**src/mcr_pkg.sv**
```systemverilog
// package: register map, field positions and command codes of the control register bank
package mcr_pkg;
   localparam logic [15:0] ADDR_QUES_STATUS   = 16'h10B0;
   localparam logic [15:0] ADDR_FULL_STATUS   = 16'h10D0;
   localparam logic [15:0] ADDR_OUTEN_WR      = 16'h10F0;
   localparam logic [15:0] ADDR_OUTEN_RD      = 16'h1100;
   localparam logic [15:0] ADDR_MEAS_CURR     = 16'h2010;
   localparam logic [15:0] ADDR_MEAS_VOLT     = 16'h2020;
   localparam logic [15:0] ADDR_MEAS_PWR      = 16'h2030;
   localparam logic [15:0] ADDR_MODE_WR       = 16'h6030;
   localparam logic [15:0] ADDR_MODE_RD       = 16'h6040;
   localparam logic [15:0] ADDR_RECALL_WR     = 16'h8010;
   localparam logic [15:0] ADDR_GUARD_RD      = 16'h8020;
   localparam logic [15:0] ADDR_GUARD_WR      = 16'h8030;
   localparam logic [15:0] ADDR_SENSE_WR      = 16'h8060;
   localparam logic [15:0] ADDR_SENSE_RD      = 16'h8070;
   localparam logic [15:0] ADDR_PROTO_WR      = 16'h8080;
   localparam logic [15:0] ADDR_PROTO_RD      = 16'h8090;
   localparam logic [15:0] ADDR_ORIGIN_WR     = 16'h80A0;
   localparam logic [15:0] ADDR_ORIGIN_RD     = 16'h80B0;
   // 32-bit float settings: write address, read-back address
   localparam int          NUM_WIDE = 13;
   localparam logic [15:0] WIDE_WR [NUM_WIDE] = '{
      16'h3010, 16'h3030, 16'h3050, 16'h4010, 16'h4030, 16'h4050, 16'h4070,
      16'h5010, 16'h5030, 16'h5050, 16'h5090, 16'h50B0, 16'h50D0};
   localparam logic [15:0] WIDE_RD [NUM_WIDE] = '{
      16'h3020, 16'h3040, 16'h3060, 16'h4020, 16'h4040, 16'h4060, 16'h4080,
      16'h5020, 16'h5040, 16'h5060, 16'h50A0, 16'h50C0, 16'h50E0};
   localparam logic [3:0]  WIDE_IDX_W = 4'hD;
   localparam logic [7:0]  FC_READ     = 8'h03;
   localparam logic [7:0]  FC_WRITE1   = 8'h06;
   localparam logic [7:0]  FC_WRITE2   = 8'h10;
   localparam logic [7:0]  EXC_NONE    = 8'h00;
   localparam logic [7:0]  EXC_ADDRESS = 8'h02;
   localparam logic [7:0]  EXC_VALUE   = 8'h03;
   localparam logic [2:0]  CNT_ONE     = 3'h1;
   localparam logic [2:0]  CNT_TWO     = 3'h2;
   localparam logic [2:0]  CNT_FOUR    = 3'h4;
   localparam logic [15:0] REG_RESET   = 16'h0000;
   // questionable status bit positions
   localparam int Q_HARD_OV = 0;
   localparam int Q_SOFT_OC = 1;
   localparam int Q_SOFT_OV = 2;
   localparam int Q_SOFT_OP = 3;
   localparam int Q_HARD_OC = 4;
   localparam int Q_HARD_OT = 5;
   localparam int Q_SENSE   = 6;
   localparam int Q_REG_LO  = 7;
   localparam int Q_SOFT    = 11;
   localparam int Q_HARD    = 12;
   localparam int Q_ILOCK   = 13;
   localparam int Q_IPL     = 14;
   localparam int Q_UIF     = 15;
   typedef enum logic [1:0] {MCR_IDLE, MCR_READ, MCR_WRITE} mcr_op_e;
endpackage

```
**src/mcr_wide_if.sv**
```systemverilog
// interface: wide setting store port between bank and storage
`timescale 1ns/1ps
`default_nettype none
interface mcr_wide_if;
   logic        wr_en;
   logic [3:0]  wr_idx;
   logic [31:0] wr_data;
   logic [3:0]  rd_idx;
   logic [31:0] rd_data;
   modport bank (output wr_en, output wr_idx, output wr_data, output rd_idx, input rd_data);
   modport store (input wr_en, input wr_idx, input wr_data, input rd_idx, output rd_data);
endinterface
`default_nettype wire

```
**src/mcr_wide_store.sv**
```systemverilog
// storage for the thirty-two bit float settings, registered read
`timescale 1ns/1ps
`default_nettype none
module mcr_wide_store #(
   parameter int DEPTH = 13
) (
   input  wire logic clock_i,
   input  wire logic reset_n_i,
   mcr_wide_if.store port_s
);
   logic [31:0] mem [DEPTH];
   always_ff @(posedge clock_i or negedge reset_n_i) begin
      if (!reset_n_i) begin
         for (int i = 0; i < DEPTH; i++) begin
            mem[i] <= 32'h0000_0000;
         end
      end else if (port_s.wr_en && 32'(port_s.wr_idx) < DEPTH) begin
         mem[port_s.wr_idx] <= port_s.wr_data;
      end
   end
   always_ff @(posedge clock_i or negedge reset_n_i) begin
      if (!reset_n_i) begin
         port_s.rd_data <= 32'h0000_0000;
      end else if (32'(port_s.rd_idx) < DEPTH) begin
         port_s.rd_data <= mem[port_s.rd_idx];
      end else begin
         port_s.rd_data <= 32'h0000_0000;
      end
   end
endmodule
`default_nettype wire

```
**src/mcr_bank.sv**
```systemverilog
// register bank answering decoded remote requests
// How it works
// - read returns addressed register's present value
// - write updates register then confirms
// - one value per request, one/two/four registers
// - settings have separate write and read addresses
// - questionable word at 0x10B0, two registers
// - questionable word read-only, live, never cleared
// - full status four registers, live, read-only
// - bits 0-6 are protection and trip flags
// - bits 7-10 show regulation state
// - bit 11 ORs soft faults
// - bit 12 ORs hard faults
// - bits 13-15 interlock, input loss, input fault
// - questionable word layout fixed, subset of full
// - measurements read-only at 0x2010/20/30
// - set-point write/read address pairs
// - trip threshold write/read address pairs
// - slew rates read back 0x10 higher
// - control mode 0x6030 write, 0x6040 read
// - 0x8010 write recalls defaults, no read
// - lock refuses configuration and set-point changes
// - sense configuration 0x8060/0x8070
// - protocol and origin selection pairs
// - function codes 0x03, 0x06, 0x10
// - most significant register first
// - exception 0x02 or 0x03 on bad requests
// - output enable 0x10F0 write, 0x1100 read
`timescale 1ns/1ps
`default_nettype none
module mcr_bank (
   input  wire logic        clock_i,
   input  wire logic        reset_n_i,
   input  wire logic        req_valid_i,
   input  wire logic [7:0]  req_func_i,
   input  wire logic [15:0] req_addr_i,
   input  wire logic [15:0] req_count_i,
   input  wire logic [7:0]  req_bytes_i,
   input  wire logic [63:0] req_data_i,
   input  wire logic [15:0] hard_flags_i,
   input  wire logic [15:0] soft_flags_i,
   input  wire logic [3:0]  regulation_i,
   input  wire logic [63:0] full_status_i,
   input  wire logic [31:0] measured_current_i,
   input  wire logic [31:0] measured_voltage_i,
   input  wire logic [31:0] measured_power_i,
   output logic             rsp_valid_o,
   output logic [7:0]       rsp_exception_o,
   output logic [2:0]       rsp_count_o,
   output logic [63:0]      rsp_data_o,
   output logic             output_enable_o,
   output logic [15:0]      regulation_mode_o,
   output logic             change_guard_o,
   output logic [15:0]      sense_config_o,
   output logic [15:0]      protocol_select_o,
   output logic [15:0]      target_origin_o,
   output logic             defaults_recall_o
);
   mcr_wide_if wide ();
   mcr_wide_store #(.DEPTH(mcr_pkg::NUM_WIDE)) u_store (
      .clock_i   (clock_i),
      .reset_n_i (reset_n_i),
      .port_s    (wide.store)
   );

   // hard_flags_i: [0]=ov prot [1]=oc prot [2]=temp [3]=sense loss
   // soft_flags_i: [0]=oc trip [1]=ov trip [2]=op trip; [13..15] of hard: interlock, input loss, user input
   logic [31:0] questionable_status;
   always_comb begin
      questionable_status = 32'h0000_0000;
      questionable_status[mcr_pkg::Q_HARD_OV] = hard_flags_i[0];
      questionable_status[mcr_pkg::Q_SOFT_OC] = soft_flags_i[0];
      questionable_status[mcr_pkg::Q_SOFT_OV] = soft_flags_i[1];
      questionable_status[mcr_pkg::Q_SOFT_OP] = soft_flags_i[2];
      questionable_status[mcr_pkg::Q_HARD_OC] = hard_flags_i[1];
      questionable_status[mcr_pkg::Q_HARD_OT] = hard_flags_i[2];
      questionable_status[mcr_pkg::Q_SENSE]   = hard_flags_i[3];
      questionable_status[mcr_pkg::Q_REG_LO +: 4] = regulation_i;
      questionable_status[mcr_pkg::Q_SOFT] = |soft_flags_i[2:0];
      questionable_status[mcr_pkg::Q_HARD] = |hard_flags_i[3:0];
      questionable_status[mcr_pkg::Q_ILOCK] = hard_flags_i[13];
      questionable_status[mcr_pkg::Q_IPL]   = hard_flags_i[14];
      questionable_status[mcr_pkg::Q_UIF]   = hard_flags_i[15];
   end

   function automatic logic [4:0] wide_find(input logic [15:0] a, input logic rd);
      logic [4:0] r;
      r = 5'h1F;
      for (int i = 0; i < mcr_pkg::NUM_WIDE; i++) begin
         if ((rd ? mcr_pkg::WIDE_RD[i] : mcr_pkg::WIDE_WR[i]) == a) begin
            r = 5'(i);
         end
      end
      return r;
   endfunction

   // request decode
   logic [4:0]  wr_hit;
   logic [4:0]  rd_hit;
   logic [2:0]  need_cnt;
   logic        is_read_addr;
   logic        is_write_addr;
   logic        is_config;
   logic [7:0]  next_exc;
   logic [63:0] next_data;
   logic        do_write;
   always_comb begin
      wr_hit = wide_find(req_addr_i, 1'b0);
      rd_hit = wide_find(req_addr_i, 1'b1);
      is_read_addr = 1'b1;
      is_write_addr = 1'b0;
      is_config = 1'b1;
      need_cnt = mcr_pkg::CNT_ONE;
      next_data = 64'h0;
      case (req_addr_i)
         mcr_pkg::ADDR_QUES_STATUS: begin
            need_cnt = mcr_pkg::CNT_TWO;
            next_data = {32'h0, questionable_status};
         end
         mcr_pkg::ADDR_FULL_STATUS: begin
            need_cnt = mcr_pkg::CNT_FOUR;
            next_data = full_status_i;
         end
         mcr_pkg::ADDR_MEAS_CURR: begin
            need_cnt = mcr_pkg::CNT_TWO;
            next_data = {32'h0, measured_current_i};
         end
         mcr_pkg::ADDR_MEAS_VOLT: begin
            need_cnt = mcr_pkg::CNT_TWO;
            next_data = {32'h0, measured_voltage_i};
         end
         mcr_pkg::ADDR_MEAS_PWR: begin
            need_cnt = mcr_pkg::CNT_TWO;
            next_data = {32'h0, measured_power_i};
         end
         mcr_pkg::ADDR_OUTEN_RD: next_data = {63'h0, output_enable_o};
         mcr_pkg::ADDR_MODE_RD: next_data = {48'h0, regulation_mode_o};
         mcr_pkg::ADDR_GUARD_RD: next_data = {63'h0, change_guard_o};
         mcr_pkg::ADDR_SENSE_RD: next_data = {48'h0, sense_config_o};
         mcr_pkg::ADDR_PROTO_RD: next_data = {48'h0, protocol_select_o};
         mcr_pkg::ADDR_ORIGIN_RD: next_data = {48'h0, target_origin_o};
         mcr_pkg::ADDR_OUTEN_WR: begin
            is_read_addr = 1'b0;
            is_write_addr = 1'b1;
            is_config = 1'b0; // standby must stay reachable while locked
         end
         mcr_pkg::ADDR_GUARD_WR: begin
            is_read_addr = 1'b0;
            is_write_addr = 1'b1;
            is_config = 1'b0; // unlock must always pass
         end
         mcr_pkg::ADDR_MODE_WR, mcr_pkg::ADDR_RECALL_WR, mcr_pkg::ADDR_SENSE_WR,
         mcr_pkg::ADDR_PROTO_WR, mcr_pkg::ADDR_ORIGIN_WR: begin
            is_read_addr = 1'b0;
            is_write_addr = 1'b1;
         end
         default: begin
            if (wr_hit != 5'h1F) begin
               is_read_addr = 1'b0;
               is_write_addr = 1'b1;
               need_cnt = mcr_pkg::CNT_TWO;
            end else if (rd_hit != 5'h1F) begin
               need_cnt = mcr_pkg::CNT_TWO;
            end else begin
               is_read_addr = 1'b0;
            end
         end
      endcase
      // exception priority: count range, then address/function pairing
      next_exc = mcr_pkg::EXC_NONE;
      do_write = 1'b0;
      case (req_func_i)
         mcr_pkg::FC_READ: begin
            if (req_count_i == 16'h0 || req_count_i > 16'(mcr_pkg::CNT_FOUR)) begin
               next_exc = mcr_pkg::EXC_VALUE;
            end else if (!is_read_addr || req_count_i != 16'(need_cnt)) begin
               next_exc = mcr_pkg::EXC_ADDRESS;
            end
         end
         mcr_pkg::FC_WRITE1: begin
            if (!is_write_addr || need_cnt != mcr_pkg::CNT_ONE) begin
               next_exc = mcr_pkg::EXC_ADDRESS;
            end else begin
               do_write = 1'b1;
            end
         end
         mcr_pkg::FC_WRITE2: begin
            // byte count must be twice the register count
            if (req_count_i == 16'h0 || req_count_i > 16'(mcr_pkg::CNT_TWO) ||
                  {1'b0, req_bytes_i} != {req_count_i[7:0], 1'b0}) begin
               next_exc = mcr_pkg::EXC_VALUE;
            end else if (!is_write_addr || req_count_i != 16'(need_cnt)) begin
               next_exc = mcr_pkg::EXC_ADDRESS;
            end else begin
               do_write = 1'b1;
            end
         end
         default: next_exc = mcr_pkg::EXC_ADDRESS;
      endcase
   end

   // lock refuses configuration writes but still confirms them
   logic commit;
   assign commit = req_valid_i && do_write && !(change_guard_o && is_config);

   always_comb begin
      wide.wr_en = commit && wr_hit != 5'h1F;
      wide.wr_idx = wr_hit[3:0];
      wide.wr_data = req_data_i[31:0];
      wide.rd_idx = rd_hit[3:0];
   end

   always_ff @(posedge clock_i or negedge reset_n_i) begin
      if (!reset_n_i) begin
         output_enable_o <= 1'b0;
         regulation_mode_o <= mcr_pkg::REG_RESET;
         change_guard_o <= 1'b0;
         sense_config_o <= mcr_pkg::REG_RESET;
         protocol_select_o <= mcr_pkg::REG_RESET;
         target_origin_o <= mcr_pkg::REG_RESET;
      end else if (commit) begin
         case (req_addr_i)
            mcr_pkg::ADDR_OUTEN_WR: output_enable_o <= req_data_i[0];
            mcr_pkg::ADDR_MODE_WR: regulation_mode_o <= req_data_i[15:0];
            mcr_pkg::ADDR_GUARD_WR: change_guard_o <= req_data_i[0];
            mcr_pkg::ADDR_SENSE_WR: sense_config_o <= req_data_i[15:0];
            mcr_pkg::ADDR_PROTO_WR: protocol_select_o <= req_data_i[15:0];
            mcr_pkg::ADDR_ORIGIN_WR: target_origin_o <= req_data_i[15:0];
            default: ;
         endcase
      end
   end

   always_ff @(posedge clock_i or negedge reset_n_i) begin
      if (!reset_n_i) begin
         defaults_recall_o <= 1'b0;
      end else begin
         defaults_recall_o <= commit && req_addr_i == mcr_pkg::ADDR_RECALL_WR;
      end
   end

   // answer one cycle after the request; wide read-back arrives from storage then
   logic        pend;
   logic        pend_wide;
   logic [7:0]  pend_exc;
   logic [2:0]  pend_cnt;
   logic [63:0] pend_data;
   always_ff @(posedge clock_i or negedge reset_n_i) begin
      if (!reset_n_i) begin
         pend <= 1'b0;
         pend_wide <= 1'b0;
         pend_exc <= mcr_pkg::EXC_NONE;
         pend_cnt <= 3'h0;
         pend_data <= 64'h0;
      end else begin
         pend <= req_valid_i;
         pend_wide <= req_func_i == mcr_pkg::FC_READ && rd_hit != 5'h1F;
         pend_exc <= next_exc;
         pend_cnt <= (next_exc == mcr_pkg::EXC_NONE) ? need_cnt : 3'h0;
         pend_data <= (req_func_i == mcr_pkg::FC_READ) ? next_data : req_data_i;
      end
   end

   assign rsp_valid_o = pend;
   assign rsp_exception_o = pend_exc;
   assign rsp_count_o = pend_cnt;
   assign rsp_data_o = (pend_wide && pend_exc == mcr_pkg::EXC_NONE) ? {32'h0, wide.rd_data} : pend_data;

   chk_answer_follows: assert property (@(posedge clock_i) disable iff (!reset_n_i)
      req_valid_i |=> rsp_valid_o) else $error("request got no answer");
   chk_write_commits: assert property (@(posedge clock_i) disable iff (!reset_n_i)
      req_valid_i && req_func_i == mcr_pkg::FC_WRITE1 && req_addr_i == mcr_pkg::ADDR_GUARD_WR
      && next_exc == mcr_pkg::EXC_NONE |=> change_guard_o == $past(req_data_i[0])) else $error("write lost");
   chk_lock_refuses: assert property (@(posedge clock_i) disable iff (!reset_n_i)
      change_guard_o && req_valid_i && req_addr_i == mcr_pkg::ADDR_MODE_WR
      |=> $stable(regulation_mode_o)) else $error("locked write changed mode");
   chk_soft_or: assert property (@(posedge clock_i) disable iff (!reset_n_i)
      questionable_status[mcr_pkg::Q_SOFT] == (|questionable_status[3:1])) else $error("soft or wrong");
   chk_hard_or: assert property (@(posedge clock_i) disable iff (!reset_n_i)
      questionable_status[mcr_pkg::Q_HARD] == (questionable_status[0] | (|questionable_status[6:4])))
      else $error("hard or wrong");
   chk_wrong_dir: assert property (@(posedge clock_i) disable iff (!reset_n_i)
      req_valid_i && req_func_i == mcr_pkg::FC_READ && req_addr_i == mcr_pkg::ADDR_RECALL_WR
      && req_count_i == 16'h1 |=> rsp_exception_o == mcr_pkg::EXC_ADDRESS) else $error("wrong direction taken");
   chk_count_range: assert property (@(posedge clock_i) disable iff (!reset_n_i)
      req_valid_i && req_func_i == mcr_pkg::FC_WRITE2 && req_count_i > 16'h2
      |=> rsp_exception_o == mcr_pkg::EXC_VALUE && !$past(wide.wr_en)) else $error("bad count accepted");
   chk_recall_pulse: assert property (@(posedge clock_i) disable iff (!reset_n_i)
      defaults_recall_o |=> !defaults_recall_o || $past(req_valid_i)) else $error("recall pulse stuck");
   chk_ques_live: assert property (@(posedge clock_i) disable iff (!reset_n_i)
      req_valid_i && req_func_i == mcr_pkg::FC_READ && req_addr_i == mcr_pkg::ADDR_QUES_STATUS
      && req_count_i == 16'h2 |=> rsp_data_o[31:0] == $past(questionable_status)) else $error("status stale");
   chk_refusal_count: assert property (@(posedge clock_i) disable iff (!reset_n_i)
      rsp_valid_o && rsp_exception_o != mcr_pkg::EXC_NONE |-> rsp_count_o == 3'h0) else $error("refusal with count");
   chk_locked_store: assert property (@(posedge clock_i) disable iff (!reset_n_i)
      change_guard_o && req_valid_i && is_config |-> !wide.wr_en) else $error("locked setting stored");
endmodule
`default_nettype wire

```
**config.mk**
```make
export PLATFORM = sky130hd
export DESIGN_NAME = mcr_bank
export DESIGN_NICKNAME = d
export VERILOG_FILES = /design/src/mcr_pkg.sv /design/src/mcr_wide_if.sv /design/src/mcr_wide_store.sv /design/src/mcr_bank.sv
export SDC_FILE = /design/constraint.sdc
export NUM_CORES = 1
export LEC_CHECK = 0
export ABC_AREA = 1
export BUFFER_PORTS_ARGS = -buffer_cell sky130_fd_sc_hd__buf_4
export CORE_MARGIN = 2
export CORE_UTILIZATION = 60
export CTS_CLUSTER_SIZE = 8
export DETAILED_ROUTE_END_ITERATION = 16
export GPL_TIMING_DRIVEN = 0
export MAX_ROUTING_LAYER = met4
export PLACE_DENSITY = 0.84
export REMOVE_ABC_BUFFERS = 1
export SLEW_MARGIN = 20
export SYNTH_ARGS = -nofsm -noshare
export SYNTH_HDL_FRONTEND = slang
export SYNTH_HIERARCHICAL = 1
export SYNTH_SLANG_ARGS = --single-unit
```
**constraint.sdc**
```tcl
create_clock -name clock_i -period 5.7 [get_ports clock_i]
set_input_delay 0.57 -clock clock_i [delete_from_list [all_inputs] [get_ports clock_i]]
set_output_delay 0.57 -clock clock_i [all_outputs]
set_load 0.02 [all_outputs]
```
==> impl_metrics.env, run 1 <==
export IMPL_avgSynthCellArea_um2=7.650
export IMPL_start_util_pct=60.43
export IMPL_synth_seq_area_share_pct=51.15
export IMPL_worst_pin_slew_ns=1.292
export IMPL_dieArea_mm2=0.04955
export IMPL_dr_max_layer_used="met4"
export IMPL_synthCells=3748
export IMPL_drc=0
export IMPL_cts_sinks=586
export IMPL_skew_ns=0.02232
export IMPL_max_stage_delay_ns=0.67
export IMPL_drive_above_1_share_pct=16.54
export IMPL_m1WireLength_mm=33.73
export IMPL_setup_viol=0
export IMPL_cp_end_kind="flop"
export IMPL_finalHoldViolations=0
export IMPL_dp_hpwl_mm=58.29
export IMPL_nNetsFinal=4405
export IMPL_postCtsSetupRepairBufs=0
export IMPL_cp_arrival_ns=5.78
export IMPL_placementRows=80
export IMPL_io_pins=454
export IMPL_synth_seq_cells=586
export IMPL_dp_slack_ns=-0.2048
export IMPL_holdCritPathClass="primary input to flop"
export IMPL_maxCapViolCount=0
export IMPL_netlist_cell_type_count=43
export IMPL_ant_nets=0
export IMPL_layout_common_cells="1269 x nand2_1, 586 x dfrtp_1, 449 x o21ai_0"
export IMPL_syn_area_mm2=0.02867
export IMPL_cellLeakagePower_nw=17.35
export IMPL_grt_pass1_wl_mm=145.7
export IMPL_die_x_um=222.6
export IMPL_cp_cell_sequence="buf_4 > nor2_1 > nand2_2 > nor3_4 > nand2_4 > nand2_1 > nor2_1 > nand2_1 > inv_2 > nand4_1 > nand2_1 > nor2_2 > nand4_2 > nand2_4 > nand2_1 > nor2_2 > nand2_1 > nor2_1 > nand2_4 > o21ai_0"
export IMPL_rsz0062_at_grt="no"
export IMPL_mostFrequentLayoutCell="nand2_1"
export IMPL_die_y_um=222.6
export IMPL_critPathLaunchType="primary input"
export IMPL_critPathRequiredTime_ns=6.19
export IMPL_status="finished clean"
export IMPL_slew_limit_headroom_pct=13.79
export IMPL_routed_wirelength_mm=92.75
export IMPL_firstDrtPassIters=6
export IMPL_port_buffers=425
export IMPL_critPathKind="primary input to flop"
export IMPL_synth_edf_count=0
export IMPL_yosys_warnings=6
export IMPL_multi_input_area_mm2=0.01171
export IMPL_powerDensity_mw_per_mm2=255.4
export IMPL_synth_ff_type="dfrtp_1"
export IMPL_cts_inserted_buffers=83
export IMPL_core_area_mm2=0.04745
export IMPL_grt_usage_pct=38.65
export IMPL_cts_htree_levels=3
export IMPL_wl_met2_mm=44.32
export IMPL_fin_crit_sh_pct=92.70
export IMPL_period_minus_slack_ns=5.284
export IMPL_max_freq_ghz=0.1893
export IMPL_antenna_found_initial=2
export IMPL_grt_overflow=0
export IMPL_critical_path_peak_fanout=64
export IMPL_seq_area_mm2=0.01466
export IMPL_cts_repair_resized=0
export IMPL_cpMostUsedCell="nand2_1"
export IMPL_first_global_vias=27400
export IMPL_cts_tree="yes"
export IMPL_cts_path_max_buffers=3
export IMPL_area_delta_synth_final_pct=22.30
export IMPL_insertion_delay_ns=0.62
export IMPL_globalplace_congestion=0.9283
export IMPL_fillCellCount=3548
export IMPL_fin_ws_ns=0.4161
export IMPL_num_vias=27790
export IMPL_drt_iter0_drc=3048
export IMPL_slew_viol_final=0
export IMPL_cts_clk_slew_worst_paths_ns=0.05
export IMPL_ir_drop_mv=0.1923
export IMPL_ctsHoldBuffers=1
export IMPL_slowest_stage="nand2_4"
export IMPL_hold_ws_ns=0.1025
export IMPL_cpLargestDelayFamily="simple AND/OR/NAND/NOR gates"
export IMPL_post_drt_wl_per_cell_um=19.66
export IMPL_power_w=0.008954
export IMPL_vias_per_cell=5.891
export IMPL_crit_buf_inv=2
export IMPL_grt_max_degree=102
export IMPL_async_reset_ff_share_pct=100.0
export IMPL_dr_wl_met3_mm=9.671
export IMPL_clock_root_buffer="clkbuf_16"
-- registers in the layout, summed over array words and instances (netlist names) --
| name | cells |
|---|---|
| output_enable_o | 1 |
| pend_wide | 1 |
| sense_config_o | 16 |
| rsp_count_o | 3 |
| change_guard_o | 1 |
| target_origin_o | 16 |
| rsp_exception_o | 2 |
| regulation_mode_o | 16 |
| protocol_select_o | 16 |
| pend_data | 64 |
| defaults_recall_o | 1 |
| u_store/port_s.rd_data | 32 |
| u_store/mem | 416 |
| rsp_valid_o | 1 |
-- kinds of logic after synthesis --
kind of cell	share of synthesized area [%]
buf+inv	8.619
other cells	0.01308
flops	51.15
xor+xnor	0.1222
simple gates	27.35
compound gates	12.75
-- cells in the mapped netlist (2+ instances only) --
cell type / count / area share, %
nor2_2: 12 / 0.26
o21ai_1: 42 / 0.73
nand2_1: 1271 / 17
nand3_1: 369 / 6.4
nor4_1: 10 / 0.22
dfrtp_1: 586 / 51
o21ai_0: 449 / 7.8
o211ai_1: 9 / 0.24
nor3_1: 8 / 0.14
nor3_2: 4 / 0.14
a21oi_1: 59 / 1.0
nand4_1: 15 / 0.33
nand2_2: 8 / 0.17
clkbuf_1: 163 / 2.1
xnor2_1: 3 / 0.092
nand3_2: 2 / 0.070
nand2_4: 3 / 0.12
a31oi_1: 2 / 0.044
inv_1: 364 / 4.8
buf_6: 13 / 0.51
nand4_2: 2 / 0.087
a221oi_1: 48 / 1.5
nor3_4: 2 / 0.11
buf_1: 23 / 0.30
o21ai_2: 24 / 0.73
nor2_1: 176 / 2.3
inv_2: 5 / 0.065
buf_4: 7 / 0.18
nand3_4: 4 / 0.24
buf_2: 37 / 0.65
a22o_1: 16 / 0.49
-- routing by layer --
metal  up-vias  GRT usage (%)
li1      12660              -
met1     13130          46.01
met2      1643          61.54
met3       366          8.305
met4         0          21.43
met5         -              -
-- worst paths after layout --
check                                start               end  slack (ns)  cells after the start
min reg2reg                u_store/mem[53]   u_store/mem[53]        0.48                      2
max                          req_addr_i[3]  u_store/mem[104]        0.42                     20
max reg2reg                 change_guard_o  u_store/mem[104]        2.08                      9
min in group asynchronous        reset_n_i  u_store/mem[222]        0.52                      2
max in group asynchronous        reset_n_i  u_store/mem[162]        3.52                      5
min                            req_valid_i       rsp_valid_o        0.10                      1
-- per-stage QoR --
stage | util [%] | area [um2] | cells | TNS [ns]
5_1_grt | 73.90 | 35060 | 4717 | 0
3_5_place_dp | 69.25 | 32860 | 4623 | -18.63
4_1_cts | 73.87 | 35050 | 4715 | 0
3_3_place_gp | 66.53 | 31570 | 4550 | -3373.28
6_report | 73.91 | 35060 | 4718 | 0
2_1_floorplan | - | 27610 | 3510 | -312.68
-- worst register-to-register path: cells and delay by family (launching register included) --
kind,cells,cell delay [ns]
AOI/OAI and AO/OA,2,0.58
buffers and inverters,2,0.39
DFF,1,0.41
and+or+nand+nor,5,2.15
-- power breakdown --
group          internal (W)  switching (W)
Sequential          0.00419     0.00000673
Combinational      0.000199       0.000270
Clock               0.00258        0.00170
-- area by class of cell --
class	count	share of cell area (%)
Antenna cell	3	0.02141
Clock inverter	6	0.2105
Inverter	370	4.025
Multi-Input combinational cell	2554	33.41
Tap cell	615	2.194
Sequential cell	586	41.82
Clock buffer	85	6.005
Timing Repair Buffer	499	12.32
Note: power is estimated with default switching activity, not from simulation.
==> run 2, diff against run 1 <==
==> constraint.sdc (replaced) <==
create_clock -name clock_i -period 5.7 [get_ports clock_i]
set_input_delay 0.855 -clock clock_i [delete_from_list [all_inputs] [get_ports clock_i]]
set_output_delay 0.855 -clock clock_i [all_outputs]
set_load 0.02 [all_outputs]
==> run 2 against run 1 <==
Worst hold slack improved by 0.10 ns. Die area unchanged. Cell count about the same. Flip-flop and latch count unchanged. Cell area about the same. Critical path depth unchanged. Core utilization about the same. Power about the same. Clock skew increased by 0.0018 ns. Fmax decreased by 5.5%. Critical endpoint unchanged. Largest cell class unchanged. Highest routed layer unchanged.
==> impl_metrics.env, run 2 (synthesis results as in run 1) <==
export IMPL_skew_ns=0.02417
export IMPL_rrSetupSlack_ns=2.07
export IMPL_drc=0
export IMPL_slowest_stage="nand2_4"
export IMPL_globalplace_congestion=0.9283
export IMPL_fin_crit_sh_pct=98.10
export IMPL_critical_path_peak_fanout=64
export IMPL_reg2regPathDepth=9
export IMPL_holdCritPathClass="primary input to async pin"
export IMPL_clock_root_buffer="clkbuf_16"
export IMPL_powerDensity_mw_per_mm2=255.4
export IMPL_insertion_delay_ns=0.62
export IMPL_critPathLaunchType="primary input"
export IMPL_max_freq_ghz=0.1788
export IMPL_die_x_um=222.6
export IMPL_status="finished clean"
export IMPL_seq_area_mm2=0.01466
export IMPL_cts_htree_levels=3
export IMPL_routed_wirelength_mm=92.89
export IMPL_cpMostUsedCell="nand2_1"
export IMPL_slew_viol_final=0
export IMPL_postCtsSetupRepairBufs=0
export IMPL_finalHoldViolations=0
export IMPL_max_stage_delay_ns=0.67
export IMPL_final_core_util_pct=73.88
export IMPL_io_pins=454
export IMPL_port_buffers=425
export IMPL_drive_above_1_share_pct=16.54
export IMPL_largest_reg_flops=416
export IMPL_rsz0062_at_grt="yes"
export IMPL_start_util_pct=60.43
export IMPL_post_drt_wl_per_cell_um=19.69
export IMPL_grt_usage_pct=38.65
export IMPL_fillCellCount=3549
export IMPL_cts_sinks=586
export IMPL_area_delta_synth_final_pct=22.26
export IMPL_core_area_mm2=0.04745
export IMPL_largestRegisters="u_store/mem: 416 flops, pend_data: 64 flops, u_store/port_s.rd_data: 32 flops"
export IMPL_nNetsFinal=4404
export IMPL_multi_input_area_mm2=0.01171
export IMPL_dp_hpwl_mm=58.29
export IMPL_firstDrtPassIters=9
export IMPL_cts_repair_resized=0
export IMPL_antenna_found_initial=2
export IMPL_fin_tns_setup_ns=0
export IMPL_num_vias=27880
export IMPL_cellLeakagePower_nw=17.34
export IMPL_r2r_end="u_store/mem[104]"
export IMPL_cts_path_max_buffers=3
export IMPL_dieArea_mm2=0.04955
export IMPL_drt_iter0_drc=3069
export IMPL_maxCapViolCount=0
export IMPL_cts_tree="yes"
export IMPL_grt_pass1_wl_mm=145.7
export IMPL_layout_common_cells="1269 x nand2_1, 586 x dfrtp_1, 449 x o21ai_0"
export IMPL_cts_clk_slew_worst_paths_ns=0.05
export IMPL_regMostFlops="u_store/mem"
export IMPL_period_minus_slack_ns=5.592
export IMPL_grt_max_degree=102
export IMPL_rr_startpoint="change_guard_o"
export IMPL_die_y_um=222.6
export IMPL_ctsHoldBuffers=0
export IMPL_cp_cell_sequence="buf_4 > nor2_1 > nand2_2 > nor3_4 > nand2_4 > nand2_1 > nor2_1 > nand2_1 > inv_2 > nand4_1 > nand2_1 > nor2_2 > nand4_2 > nand2_4 > nand2_1 > nor2_2 > nand2_1 > nor2_1 > nand2_4 > o21ai_0"
export IMPL_slew_limit_headroom_pct=15.69
export IMPL_critPathKind="primary input to flop"
export IMPL_cts_inserted_buffers=83
export IMPL_critPathRequiredTime_ns=6.20
export IMPL_placementRows=80
export IMPL_mostFrequentLayoutCell="nand2_1"
export IMPL_crit_path_start="req_addr_i[3]"
export IMPL_worst_pin_slew_ns=1.263
export IMPL_vias_per_cell=5.911
export IMPL_cp_arrival_ns=6.09
export IMPL_cp_end_kind="flop"
export IMPL_ant_nets=0
export IMPL_setup_viol=0
export IMPL_first_global_vias=27400
export IMPL_grt_overflow=0
export IMPL_ir_drop_mv=0.1919
-- run 2: cell types whose count changed in the layout (fill, tap and decap cells not counted) --
cell           before  now
dlygate4sd3_1       1    0
-- run 2: cell type report --
class	count	share of cell area, %
timing repair buffer	498	12.29
tap	615	2.195
clock inverter	6	0.2106
clock buffer	85	6.007
multi-input combinational	2554	33.42
inverter	370	4.026
antenna	3	0.02142
sequential	586	41.83
-- run 2: layer usage --
layer	vias up	track usage, %	routed length, um
met5	-	-	0
met4	0	21.43	5005
met3	364	8.305	9441
met2	1671	61.54	44370
met1	13200	46.01	34080
li1	12650	-	-
-- run 2: worst max-delay path, delay by kind of cell --
kind	cells	cell delay [ns]
AO/OA/AOI/OAI	1	0.48
buffers and inverters	2	0.18
AND/OR/NAND/NOR	17	4.52
-- run 2: worst max path at each step --
stage	end	cells past startpoint
detailed placement	u_store/mem[65]	20
CTS	u_store/mem[104]	20
global route	u_store/mem[104]	21
finish	u_store/mem[104]	20
global placement	u_store/port_s.rd_data[2]	12
floorplan	u_store/port_s.rd_data[0]	15
-- run 2: power by group --
| part | internal (W) | total, W | switching, W | leakage [nW] |
|---|---|---|---|---|
| combinational | 0.000199 | 0.000469 | 0.000270 | 8.64 |
| clock | 0.00258 | 0.00428 | 0.00170 | 1.07 |
| sequential | 0.00419 | 0.00420 | 0.00000671 | 7.64 |
| total | 0.00698 | 0.00895 | 0.00198 | 17.3 |
-- run 2: through the flow --
| stage | cells | setup WS [ns] | cell area (um2) | hold WS [ns] | total power [W] |
|---|---|---|---|---|---|
| after floorplan | 3510 | -9.127 | 27610 | 0.4478 | 0.004394 |
| after CTS | 4714 | 0.008141 | 35040 | 0.2054 | 0.008999 |
| after global routing | 4716 | -0.04651 | 35050 | 0.2517 | 0.009222 |
| after detailed placement | 4623 | -0.4898 | 32860 | 0.4684 | 0.004737 |
| final | 4717 | 0.1083 | 35050 | 0.2064 | 0.008954 |
| after global placement | 4550 | -25.56 | 31570 | 0.4601 | 0.004713 |
